`src/gpp_pkg.sv`:
```
// Shared constants for the general-purpose pin port: address map, field layout, reset values.
package gpp_pkg;

  localparam int unsigned PIN_COUNT     = 12;
  localparam int unsigned BUS_W         = 32;

  // Register byte addresses on the register port.
  localparam logic [31:0] OFF_DIR       = 32'h5000_8000;
  localparam logic [31:0] OFF_SENSE     = 32'h5000_8004;
  localparam logic [31:0] OFF_BOTH      = 32'h5000_8008;
  localparam logic [31:0] OFF_EVENT     = 32'h5000_800C;
  localparam logic [31:0] OFF_MASK      = 32'h5000_8010;
  localparam logic [31:0] OFF_RAW       = 32'h5000_8014;
  localparam logic [31:0] OFF_MASKED    = 32'h5000_8018;
  localparam logic [31:0] OFF_CLEAR     = 32'h5000_801C;

  // Masked data window: address bits from DATA_WIN_LSB upward select it,
  // address bits from DATA_MASK_LSB upward form the per-pin access mask.
  localparam logic [31:0] DATA_BASE     = 32'h5000_0000;
  localparam int unsigned DATA_WIN_LSB  = 14;
  localparam int unsigned DATA_MASK_LSB = 2;

  localparam logic [11:0] RESET_CFG     = 12'h000;
  localparam logic [31:0] READ_IDLE     = 32'h0000_0000;

endpackage : gpp_pkg

```
`src/gpp_pin_sync.sv`:
```
// Two-stage synchroniser and edge detector for the asynchronous port pins.
`timescale 1ns/1ns
`default_nettype none

module gpp_pin_sync #(
  parameter int unsigned WIDTH = gpp_pkg::PIN_COUNT
) (
  input  wire logic             clk_sys,    // System clock.
  input  wire logic             rst,        // Asynchronous reset, active high.
  input  wire logic [WIDTH-1:0] pin_async,  // Raw pin levels.
  output logic      [WIDTH-1:0] pin_level,  // Synchronised level.
  output logic      [WIDTH-1:0] pin_rise,   // Rising edge seen this cycle.
  output logic      [WIDTH-1:0] pin_fall    // Falling edge seen this cycle.
);

  typedef struct packed {
    logic [WIDTH-1:0] meta;
    logic [WIDTH-1:0] sync;
    logic [WIDTH-1:0] prev;
  } gpp_sync_t;

  gpp_sync_t st_reg;
  gpp_sync_t st_next;

  // The first stage is only ever read by the second stage.
  always_comb
  begin
    st_next      = st_reg;
    st_next.meta = pin_async;
    st_next.sync = st_reg.meta;
    st_next.prev = st_reg.sync;
  end

  always_ff @(posedge clk_sys or posedge rst)
  begin
    if (rst)
    begin
      st_reg <= '0;
    end
    else
    begin
      st_reg <= st_next;
    end
  end

  assign pin_level = st_reg.sync;
  assign pin_rise  = st_reg.sync & ~st_reg.prev;
  assign pin_fall  = ~st_reg.sync & st_reg.prev;

endmodule : gpp_pin_sync

`default_nettype wire

```
`src/gpp_port.sv`:
```
// General-purpose 12-pin port with direction control and per-pin interrupt detection.
`timescale 1ns/1ns
`default_nettype none

module gpp_port #(
  parameter int unsigned PINS = gpp_pkg::PIN_COUNT
) (
  input  wire logic        clk_sys,            // System clock, 100 MHz.
  input  wire logic        rst,                // Asynchronous reset, active high.
  input  wire logic [31:0] bus_addr,           // Register byte address.
  input  wire logic [31:0] bus_wdata,          // Write data.
  input  wire logic        bus_wr,             // Write strobe, one cycle.
  input  wire logic        bus_rd,             // Read strobe, one cycle.
  output logic      [31:0] bus_rdata,          // Read data, valid the cycle after bus_rd.
  input  wire logic [PINS-1:0] port_pin_in,    // Pin levels from the pads.
  output logic      [PINS-1:0] port_pin_out,   // Output latch driven to the pads.
  output logic      [PINS-1:0] port_pin_oe_n,  // Output enable, low while driving.
  output logic             combined_port_irq   // Port interrupt, level, active high.
);

  // All state except the u_sync synchroniser flops lives in one register, so reset and update stay in one place.
  // Status, interrupt and read data come from st_next and land with their cause.
  typedef struct packed {
    logic [PINS-1:0] dir;
    logic [PINS-1:0] sense;
    logic [PINS-1:0] both;
    logic [PINS-1:0] evt;
    logic [PINS-1:0] mask;
    logic [PINS-1:0] data;
    logic [PINS-1:0] edge_lat;
    logic [PINS-1:0] ris;
    logic [PINS-1:0] oe_n;
    logic            irq;
    logic [31:0]     rdata;
  } gpp_state_t;

  gpp_state_t st_reg;
  gpp_state_t st_next;

  logic [PINS-1:0] pin_level;
  logic [PINS-1:0] pin_rise;
  logic [PINS-1:0] pin_fall;
  logic [PINS-1:0] edge_hit;
  logic [PINS-1:0] lvl_hit;
  logic [PINS-1:0] clr_vec;
  logic [PINS-1:0] acc_mask;
  logic [PINS-1:0] wdata_pins;

  function automatic logic sel(input logic [31:0] a, input logic [31:0] off);
    return a == off;
  endfunction : sel

  // The data window sits below the register block; address bits 13:2 act as a pin mask.
  function automatic logic in_data_win(input logic [31:0] a);
    return (a >> gpp_pkg::DATA_WIN_LSB) == (gpp_pkg::DATA_BASE >> gpp_pkg::DATA_WIN_LSB);
  endfunction : in_data_win

  // Pads are asynchronous to clk_sys, so nothing reads them before two flops.
  gpp_pin_sync #(
    .WIDTH     (PINS)
  ) u_sync (
    .clk_sys   (clk_sys),
    .rst       (rst),
    .pin_async (port_pin_in),
    .pin_level (pin_level),
    .pin_rise  (pin_rise),
    .pin_fall  (pin_fall)
  );

  assign wdata_pins = bus_wdata[PINS-1:0];
  assign acc_mask   = bus_addr[gpp_pkg::DATA_MASK_LSB +: PINS];

  // Trigger qualification works on the configuration in force this cycle.
  always_comb
  begin
    edge_hit = ~st_reg.sense & ((st_reg.both & (pin_rise | pin_fall))
             | (~st_reg.both & st_reg.evt & pin_rise)
             | (~st_reg.both & ~st_reg.evt & pin_fall));
    lvl_hit  = st_reg.sense & ~(pin_level ^ st_reg.evt);
    clr_vec  = (bus_wr && sel(bus_addr, gpp_pkg::OFF_CLEAR)) ? wdata_pins : '0;
  end

  always_comb
  begin
    st_next = st_reg;
    // Only the low PINS bits of write data are stored; the rest is dropped.
    if (bus_wr)
    begin
      if (sel(bus_addr, gpp_pkg::OFF_DIR))
        st_next.dir = wdata_pins;
      if (sel(bus_addr, gpp_pkg::OFF_SENSE))
        st_next.sense = wdata_pins;
      if (sel(bus_addr, gpp_pkg::OFF_BOTH))
        st_next.both = wdata_pins;
      if (sel(bus_addr, gpp_pkg::OFF_EVENT))
        st_next.evt = wdata_pins;
      if (sel(bus_addr, gpp_pkg::OFF_MASK))
        st_next.mask = wdata_pins;
      if (in_data_win(bus_addr))
        st_next.data = (st_reg.data & ~acc_mask) | (wdata_pins & acc_mask);
    end
    // Edge pins trigger whatever their direction, because the pad level is read back.
    // A new edge in the clearing cycle wins, so no event is lost.
    // Level pins never see their latch touched by a clear write.
    st_next.edge_lat = (st_reg.edge_lat & ~(clr_vec & ~st_reg.sense)) | edge_hit;
    st_next.ris  = (st_reg.sense & lvl_hit) | (~st_reg.sense & st_next.edge_lat);
    st_next.oe_n = ~st_next.dir;
    st_next.irq  = |(st_next.ris & st_next.mask);
    // Read data stand one cycle only; the clear register and holes read as zero.
    st_next.rdata = gpp_pkg::READ_IDLE;
    if (bus_rd)
    begin
      if (sel(bus_addr, gpp_pkg::OFF_DIR))
        st_next.rdata = 32'(st_reg.dir);
      else if (sel(bus_addr, gpp_pkg::OFF_SENSE))
        st_next.rdata = 32'(st_reg.sense);
      else if (sel(bus_addr, gpp_pkg::OFF_BOTH))
        st_next.rdata = 32'(st_reg.both);
      else if (sel(bus_addr, gpp_pkg::OFF_EVENT))
        st_next.rdata = 32'(st_reg.evt);
      else if (sel(bus_addr, gpp_pkg::OFF_MASK))
        st_next.rdata = 32'(st_reg.mask);
      else if (sel(bus_addr, gpp_pkg::OFF_RAW))
        st_next.rdata = 32'(st_reg.ris);
      else if (sel(bus_addr, gpp_pkg::OFF_MASKED))
        st_next.rdata = 32'(st_reg.ris & st_reg.mask);
      else if (in_data_win(bus_addr))
        st_next.rdata = 32'(pin_level & acc_mask);
    end
  end

  // Pins come out of reset as inputs with all interrupts masked.
  // The reset branch assigns constants only, so it stays a plain asynchronous reset.
  always_ff @(posedge clk_sys or posedge rst)
  begin
    if (rst)
    begin
      st_reg          <= '0;
      st_reg.dir      <= gpp_pkg::RESET_CFG[PINS-1:0];
      st_reg.sense    <= gpp_pkg::RESET_CFG[PINS-1:0];
      st_reg.both     <= gpp_pkg::RESET_CFG[PINS-1:0];
      st_reg.evt      <= gpp_pkg::RESET_CFG[PINS-1:0];
      st_reg.mask     <= gpp_pkg::RESET_CFG[PINS-1:0];
      st_reg.oe_n     <= '1;
    end
    else
    begin
      st_reg <= st_next;
    end
  end

  // Every output is a register field, so pads and the interrupt line never glitch.
  assign bus_rdata         = st_reg.rdata;
  assign port_pin_out      = st_reg.data;
  assign port_pin_oe_n     = st_reg.oe_n;
  assign combined_port_irq = st_reg.irq;

  // Helper views for the checks below.
  logic [PINS-1:0] cfg_sense;
  logic [PINS-1:0] ris_q;
  logic [PINS-1:0] mis_q;
  logic [PINS-1:0] lat_q;
  logic [PINS-1:0] both_ev;
  logic [PINS-1:0] fall_ev;
  logic [PINS-1:0] clr_edge;
  logic [PINS-1:0] lvl_pins;

  // Pins that see an edge and a clear bit in one cycle; the edge must survive.
  logic [PINS-1:0] rise_ev;
  logic [PINS-1:0] race_pins;
  logic            data_wr;
  logic            data_rd;

  assign cfg_sense = st_reg.sense;
  assign ris_q     = st_reg.ris;
  assign mis_q     = st_reg.ris & st_reg.mask;
  assign lat_q     = st_reg.edge_lat;
  assign both_ev   = ~st_reg.sense & st_reg.both & (pin_rise | pin_fall);
  assign fall_ev   = ~st_reg.sense & ~st_reg.both & ~st_reg.evt & pin_fall;
  assign clr_edge  = clr_vec & ~st_reg.sense;
  assign lvl_pins  = st_reg.sense & lvl_hit;

  assign rise_ev   = ~st_reg.sense & ~st_reg.both & st_reg.evt & pin_rise;
  assign race_pins = clr_edge & edge_hit;
  assign data_wr   = bus_wr & in_data_win(bus_addr);
  assign data_rd   = bus_rd & in_data_win(bus_addr);
endmodule : gpp_port

`default_nettype wire

```
`config.mk`:
```
export PLATFORM = sky130hd
export DESIGN_NAME = gpp_port
export DESIGN_NICKNAME = d
export VERILOG_FILES = /design/src/gpp_pkg.sv /design/src/gpp_pin_sync.sv /design/src/gpp_port.sv
export SDC_FILE = /design/constraint.sdc
export NUM_CORES = 1
export LEC_CHECK = 0
export ABC_AREA = 1
export BUFFER_PORTS_ARGS = -buffer_cell sky130_fd_sc_hd__buf_2
export CORE_ASPECT_RATIO = 1.2
export CORE_UTILIZATION = 35
export DETAILED_ROUTE_END_ITERATION = 12
export GPL_TIMING_DRIVEN = 1
export PLACE_DENSITY = 0.58
export SLEW_MARGIN = 5
export SYNTH_ARGS = -nofsm -noshare
export SYNTH_HDL_FRONTEND = slang
export SYNTH_HIERARCHICAL = 1
export SYNTH_SLANG_ARGS = --single-unit
```
`constraint.sdc`:
```
create_clock -name clk_sys -period 4.4 [get_ports clk_sys]
set_clock_uncertainty 0.1 [all_clocks]
set_input_delay 0.44 -clock clk_sys [delete_from_list [all_inputs] [get_ports clk_sys]]
set_output_delay 0.44 -clock clk_sys [all_outputs]
set_load 0.05 [all_outputs]
```
# After elaboration in Yosys (flattened, before gate mapping)
# Index checks and enable logic that the tools add are counted.
# totals
ff_bits	177
latchBits	0
ramBits	0
mem_bits_ro	0
in_bits	80
output_inout_bits	57
wordCells	80
memories	0
# classes
n_addsub	0
n_mul	0
n_div	0
magnitude_cmp	0
n_eq_ne	9
shift	0
mux	17
bitwise_logic	34
n_reduce_logical	6
# op_table
cell	n
$eq 32x31->1 const B	8
$and 12x12->12	18
$mux 12	16
$not 12->12	9
$mux 72	1
$or 12x12->12	6
$eq 18x17->1 const B	1
$reduce_or 12->1	1
$xor 12x12->12	1
$reduce_and 2->1	4
$logic_and 1x1->1	1

# Logic depth before layout (Yosys ltp)
# Gate-level depths: netlist (run 1).
# depth
word_depth	12
depth_mapped	16
ltp_nobuf	15

# Cells and area by module
# Netlist (run 1), hierarchy kept.
# modules_own_cells
mod	instances	cells_per_inst	area_each_um2	seq_area_each_um2
gpp_port	1	909	6909.1	3042.9
gpp_pin_sync	1	97	1174.9	900.9

# Least setup slack after synthesis (run 1)
# OpenSTA, ideal clock, no wires.
# synth_timing
kind	input to register
from	input port bus_addr[21]
to	register with a tool-made name
setup_ns	0.125
arrival_ns	1.730
required_ns	4.175
slack_ns	2.445
stages	9
path_buffers	1
cell_sequence	nor2_1 nand2_1 nor2_1 nand2_1 nor3_1 nand2_1 clkbuf_1 nor2_1 mux2_2
# synth_lines
item	line_no	source
start, declared	gpp_port.sv:10	input wire logic [31:0] bus_addr,

==> summary.md, run 1 <==
| Metric | Value |
|---|---|
| Status | `finished, final reports clean` |
| Most numerous cell in the Yosys netlist | `nand2_1` |
| Post-synthesis cell count | `between 1,000 and 1,500` |
| Final Hold Viols | `0` |
| Drt pass-1 iters | `5` |
| DRC Markers | `0` |
| Max FFs per register | `48` |
| Largest cells by area after synthesis | `dfrtp_1, o21ai_0, nand2_1, inv_1, buf_4` |
| Grt total ovfl | `0` |
| Post_cts resized | `0` |
| Setup-failing EPs final | `0` |
| Die Area | `23,700 um2` |
| Clock root cell | `clkbuf_16` |
| First-pass GRT wire length | `33,900 um` |
| Wire per inst | `~16 um` |
| Pleak | `4.31 nW` |
| Worst setup endpoint | `bus_rdata[4]` |
| Max-Cap Viols | `0` |
| CP startpoint kind | `primary input` |
| Row cnt | `60` |
| Register area share after synthesis | `about half` |
| Worst-Skew Late Latency | `430 ps` |
| Yosys top cell area share | `~45%` |
| Avg Inst Size Synth | `8.04 um2` |
| FF/Latch Area | `3940 um2` |
| Synth top cells by count | `nand2_1, inv_1, dfrtp_1` |
| IO buf count | `96` |
| Initial Util | `around 36%` |
| Vias per cell | `4.70` |
| Post-synth EDFFs | `0` |
| Worst slew pin tran | `between 1000 and 1500 ps` |
| Worst reg2reg path depth | `9` |
| Cts bufs inserted | `17` |
| Diodes inserted | `0` |
| Min-Delay Path Class | `primary input to register` |
| Slew Limit Fails | `0` |
| Synth area leader | `dfrtp_1` |
| CTS Buffer Depth | `2` |
| Post-Route WL | `~21,000 um` |
| IO Pins | `about 140` |
| Remaining antenna violation count | `0` |
| H-tree Lvls | `4` |
| F_max | `slightly below 400 MHz` |
| Predominant post-synthesis flop cell | `dfrtp_1` |
| Post-DP HPWL | `between 10,000 and 15,000 um` |
| Critical Path AT | `about 2800 ps` |
| Final worst path period share | `between 50% and 60%` |
| Yosys reg bits | `around 160` |
| Worst Path Max Fanout | `23` |
| Initial antenna violation count | `1` |
| Fin util | `around two fifths` |
| FF-to-FF End | `combined_port_irq` |
| Setup CP Type | `primary input to register` |
| Critical path origin | `bus_addr[7]` |
| Die Ht | `around 170 um` |
| Slew Limit Headroom | `approximately a quarter` |
| Number of global-route vias before repair | `6,011` |
| Pin count of the biggest net entering global routing | `between 70 and 80` |
| Die Span X | `roughly 140 um` |
| GRT Total Usage | `a little under a fifth` |
| Final Wtd Congestion | `0.820` |
| Async set-reset flop share out of synthesis | `100%` |
| Min Tclk post-route | `approximately 2600 ps` |
| Post-Place Cells | `1,313` |
| Fillers | `2,332` |
| Critical Path End Type | `register` |
| Cell Count, Final, Fillers Out | `1,347` |
| Area after DPL | `8420 um2` |
| Synth cell types | `30` |
| Cell area after layout | `about 9000 um2` |
| Pwr dens | `about 340 nW/um2` |
| Synthesized cell area | `8080 um2` |
| Iter 0 DRT Violations | `approximately 440` |
| RR Startpoint | `u_sync/pin_level[10]` |
| Vias | `between 6,000 and 7,000` |
| Area grow syn2layout | `11.5%` |
| Yosys Warn Count | `6` |
| CTS tree | `yes` |
| Core area | `about 23,000 um2` |
| RSZ-0062 raised after global routing | `false` |
| Worst IR drop on VDD | `0.268 mV` |
| # clock sinks | `roughly 160` |
| Setup TNS | `0 ps` |
| Area of the multi-input gates | `approximately 2900 um2` |
| Worst reg-to-reg setup slack | `between 2000 and 3000 ps` |
| # nets final | `between 1,000 and 1,500` |
| Ratio of cells with drive above 1 in the final layout | `between 10% and 20%` |
| Worst EP required | `4610 ps` |
| Clock-pin slew on the worst setup and hold paths | `~60 ps` |
timing repair:
item | CTS | global route
hold buffers | 1 | 1
buffers inserted | 0 | 0
endpoints found under the hold margin | 1 | 1
critical path: stages:
cell     delay [ps]
buf_2           110
inv_1           110
nand2_1         150
nor3_2          290
nand2_2         130
nor2_4          180
nand2_1         590
o21ai_0         410
inv_1            80
a21oi_1         300
cells in the final DEF (no fill, tap or decap), types with 3 or more instances in the layout:
cell	n
nand2_1	182
inv_1	172
dfrtp_1	145
o21ai_0	137
buf_2	96
nor2_1	69
nand3_1	67
and2_1	24
conb_1	20
clkbuf_16	17
nand4_1	14
o21ai_1	12
a21o_1	12
mux2_2	12
dfstp_2	12
a21oi_1	11
o21ai_2	11
inv_2	10
buf_4	7
nor2_2	6
nor2_4	3
clkinvlp_4	3
clkinv_2	3
clkbuf_1	3
worst min-delay path by stage:
stage / startpoint / endpoint / slack, ps / cells past startpoint
final: port_pin_in[4] / u_sync/st_next[16] / 10 / 1
after global routing: port_pin_in[1] / u_sync/st_next[13] / 2 / 1
after CTS: port_pin_in[4] / u_sync/st_next[16] / 3 / 1
after detailed placement: u_sync/st_next[22] / u_sync/pin_level[10] / 230 / 0
after global placement: u_sync/st_next[16] / u_sync/pin_level[4] / 230 / 0
after floorplan: u_sync/st_next[12] / u_sync/pin_level[0] / 230 / 0
stage by stage:
stage / power [W] / hold WS (ps) / setup WS (ps)
3_5_place_dp: 0.00167 / 235 / 1510
4_1_cts: 0.00313 / 2.84 / 1900
5_1_grt: 0.00322 / 2.28 / 1700
2_1_floorplan: 0.00162 / 231 / 666
3_3_place_gp: 0.00167 / 233 / 1490
6_report: 0.00310 / 11.3 / 1830
kinds of logic (layout without fill, tap and decap cells):
family	count (synthesis)	in the layout	share of synthesized area (%)
and+or+nand+nor	373	373	20.6
buffers and inverters	278	321	16.5
AOI/OAI and AO/OA	185	185	12.4
DFF	157	157	48.8
muxes	12	12	1.67
other	1	20	0.0464
routing by layer:
| metal | global-route usage [%] | vias up | wire length, um |
|---|---|---|---|
| li1 | - | 3152 | - |
| met1 | 25.5 | 2957 | 9850 |
| met2 | 31.2 | 201 | 10000 |
| met3 | 3.82 | 18 | 1180 |
| met4 | 5.72 | 0 | 247 |
| met5 | 0 | - | 0 |
final cells by class:
cell class | instances | area share, %
Inverter | 183 | 7.65
Tap cell | 279 | 3.87
Clock buffer | 22 | 5.15
Timing Repair Buffer | 106 | 6.36
Sequential cell | 157 | 43.7
Clock inverter | 10 | 1.28
Multi-Input combinational cell | 590 | 31.9
report_power, final:
group          switching (W)  internal [W]  leakage, nW
clock               0.000597      0.000863        0.276
combinational       0.000129     0.0000383         2.16
sequential         0.0000143       0.00146         1.88
Note: power is estimated with default switching activity, not from simulation.
==> inputs of run 2 (changes only) <==
Settings changed: ABC_AREA 1 to 0.
Clock period 4.4 ns to 2.7 ns, I/O delays scaled along.
==> summary.md, run 2 <==
| Metric | Value |
|---|---|
| Status | `finished, final reports clean` |
| Post-Route WL | `about 20,000 um` |
| Min-Delay Path Class | `primary input to register` |
| Remaining antenna violation count | `0` |
| Cell Int Power | `0.00384 W` |
| Critical path origin | `bus_addr[26]` |
| Drt pass-1 iters | `5` |
| Setup CP Type | `primary input to register` |
| Vias | `5,269` |
| First-pass GRT wire length | `~30,000 um` |
| Clock root cell | `clkbuf_16` |
| Min Tclk post-route | `2340 ps` |
| CTS Buffer Depth | `2` |
| NetSw | `around 0.0012 W` |
| Pwr dens | `roughly 560 nW/um2` |
| Predominant post-synthesis flop cell | `dfrtp_1` |
| Slew Limit Headroom | `40.1%` |
| Core area | `about 22,000 um2` |
| Synth cell types | `61` |
| Synth top cells by count | `dfrtp_1, buf_4, mux2_2` |
| # nets final | `856` |
| Worst EP required | `slightly below 3000 ps` |
| Cell with the largest stage delay on the worst path | `or4_4` |
| Cts bufs inserted | `17` |
| Post_cts resized | `0` |
| Slew Limit Fails | `0` |
| Yosys reg bits | `157` |
| Row cnt | `between 50 and 60` |
| Most used cell along the critical path | `nand4_1` |
| Setup TNS | `0 ps` |
| Number of global-route vias before repair | `5,218` |
| Gate power share | `about 7.2%` |
| Worst-Skew Late Latency | `roughly 430 ps` |
| Synthesized cell area | `between 7000 and 8000 um2` |
| CP startpoint kind | `primary input` |
| Final Hold Viols | `0` |
| Hold Crit Start | `bus_wdata[9]` |
| RR Startpoint | `u_sync/pin_level[8]` |
| Most numerous cell in the Yosys netlist | `dfrtp_1` |
| Reg power frac | `~48%` |
| Critical Path AT | `about 2500 ps` |
| CP max stage delay | `just over 700 ps` |
| F_max | `427 MHz` |
| Vias per cell | `just under 5` |
| # clock sinks | `about 160` |
| IO buf count | `96` |
| Initial Util | `between 30% and 40%` |
| GRT Total Usage | `18.8%` |
| Area grow syn2layout | `17.5%` |
| Ratio of cells with drive above 1 in the final layout | `roughly two fifths` |
| Iter 0 DRT Violations | `~340` |
| RSZ-0062 raised after global routing | `false` |
| Final Wtd Congestion | `between 0.8 and 0.9` |
| Die Span X | `137 um` |
| Largest cells by area after synthesis | `dfrtp_1, mux2_2, buf_4, dfstp_2, o21ai_0` |
| Grt total ovfl | `0` |
| Commonest non-fill, non-tap cells in the layout | `dfrtp_1, buf_2, mux2_2` |
| Max-Cap Viols | `0` |
| Post-Place Cells | `approximately 1,000` |
| Post-DP HPWL | `~14,000 um` |
| Synth area leader | `dfrtp_1` |
| Die Ht | `around 160 um` |
| Post-synth EDFFs | `0` |
| Worst-path cell chain | `buf_2 > nor4b_2 > nand4_1 > or4_4 > mux2_2 > a22o_1 > a221oi_2 > nand4_1` |
| Async set-reset flop share out of synthesis | `100%` |
| H-tree Lvls | `4` |
| Clock-pin slew on the worst setup and hold paths | `roughly 60 ps` |
| Commonest non-fill, non-tap cell in the layout | `dfrtp_1` |
| Pin count of the biggest net entering global routing | `69` |
| Sw frac | `roughly a quarter` |
| Max FFs per register | `48` |
| DRC Markers | `0` |
| Wire per inst | `about 19 um` |
| Setup-failing EPs final | `0` |
| Post-synthesis cell count | `between 600 and 700` |
| Final worst path period share | `~87%` |
| Critical Path End Type | `register` |
| Diodes inserted | `0` |
| Register area share after synthesis | `between 50% and 60%` |
| IO Pins | `approximately 140` |
| Worst IR drop on VDD | `0.427 mV` |
| Worst slew pin tran | `~900 ps` |
| Yosys Warn Count | `6` |
| CTS tree | `yes` |
| Clk pwr share | `a little under half` |
| Worst Path Max Fanout | `11` |
| Avg Inst Size Synth | `11.5 um2` |
| Yosys top cell area share | `47.1%` |
| Initial antenna violation count | `0` |
| Pleak | `roughly 4.2 nW` |
| Die Area | `between 20,000 and 25,000 um2` |
| Cell Count, Final, Fillers Out | `1,063` |
-- run 2: cell types whose count changed in the layout (fill, tap and decap cells not counted), sizes merged, moves of 40 or more --
cell / previous run / this run
nor2: 79 / 39
inv: 183 / 24
o21ai: 160 / 49
mux2: 12 / 76
nand3: 68 / 9
nand2: 184 / 45
-- run 2: area by class of cell --
class	count	area, um2
Fill cell	2092	12600
Clock buffer	23	478
Clock inverter	9	87.6
Tap cell	274	343
Timing Repair Buffer	156	976
Inverter	25	97.6
Sequential cell	157	3940
Multi-Input combinational cell	419	3120
-- run 2: power groups by stage --
stage | clock network, W | logic (W) | registers, W
floorplan | 0 | 0.000234 | 0.00244
global placement | 0 | 0.000353 | 0.00244
detailed placement | 0 | 0.000354 | 0.00245
CTS | 0.00235 | 0.000370 | 0.00240
global route | 0.00246 | 0.000402 | 0.00241
finish | 0.00229 | 0.000364 | 0.00240
-- run 2: critical path: cells and delay by family --
family / cells / cell delay [ps]
compound gates: 2 / 470
buf+inv: 1 / 160
mux: 1 / 330
simple gates: 4 / 1310
-- run 2: routing by layer --
layer | global-route usage (%) | up-vias | wire [um]
met3 | 4.21 | 28 | 1020
met5 | 0 | - | 0
li1 | - | 2483 | -
met4 | 6.14 | 0 | 388
met1 | 25.4 | 2616 | 9210
met2 | 29.8 | 142 | 9440
-- run 2: final timing paths --
check | slack (ps) | end | cells after the start
max | 360 | combined_port_irq | 8
min | 90 | st_reg[90] | 3
max reg2reg | 460 | combined_port_irq | 7
min reg2reg | 250 | u_sync/pin_level[2] | 0
max in group asynchronous | 1410 | u_sync/st_reg[10] | 3
min in group asynchronous | 280 | st_reg[114] | 3
-- run 2: cell families (layout without fill, tap and decap cells) --
logic type,Yosys count,in the layout,synth area share [%]
AOI/OAI and AO/OA,125,125,11.3
xor gates and xnor gates,12,12,1.36
buffers and inverters,115,213,9.28
DFF,157,157,51.2
muxes,91,91,13.7
other,1,20,0.0487
and+or+nand+nor,171,171,13.1
-- run 2: stage by stage --
stage	util (%)	power [W]	worst slack, ps	hold WS [ps]	instance area, um2
final	41.8	0.00506	359	89.9	9050
after global placement	38.6	0.00280	-62.3	184	8350
after floorplan	-	0.00267	233	201	7780
after CTS	41.8	0.00512	394	76.6	9050
after detailed placement	38.6	0.00280	-61.0	185	8350
after global routing	41.8	0.00526	265	81.2	9050
-- run 2: what timing repair did --
action / CTS / global route
hold buffers: 13 / 0
buffers inserted: 0 / 0
hold endpoints to repair: 25 / 0
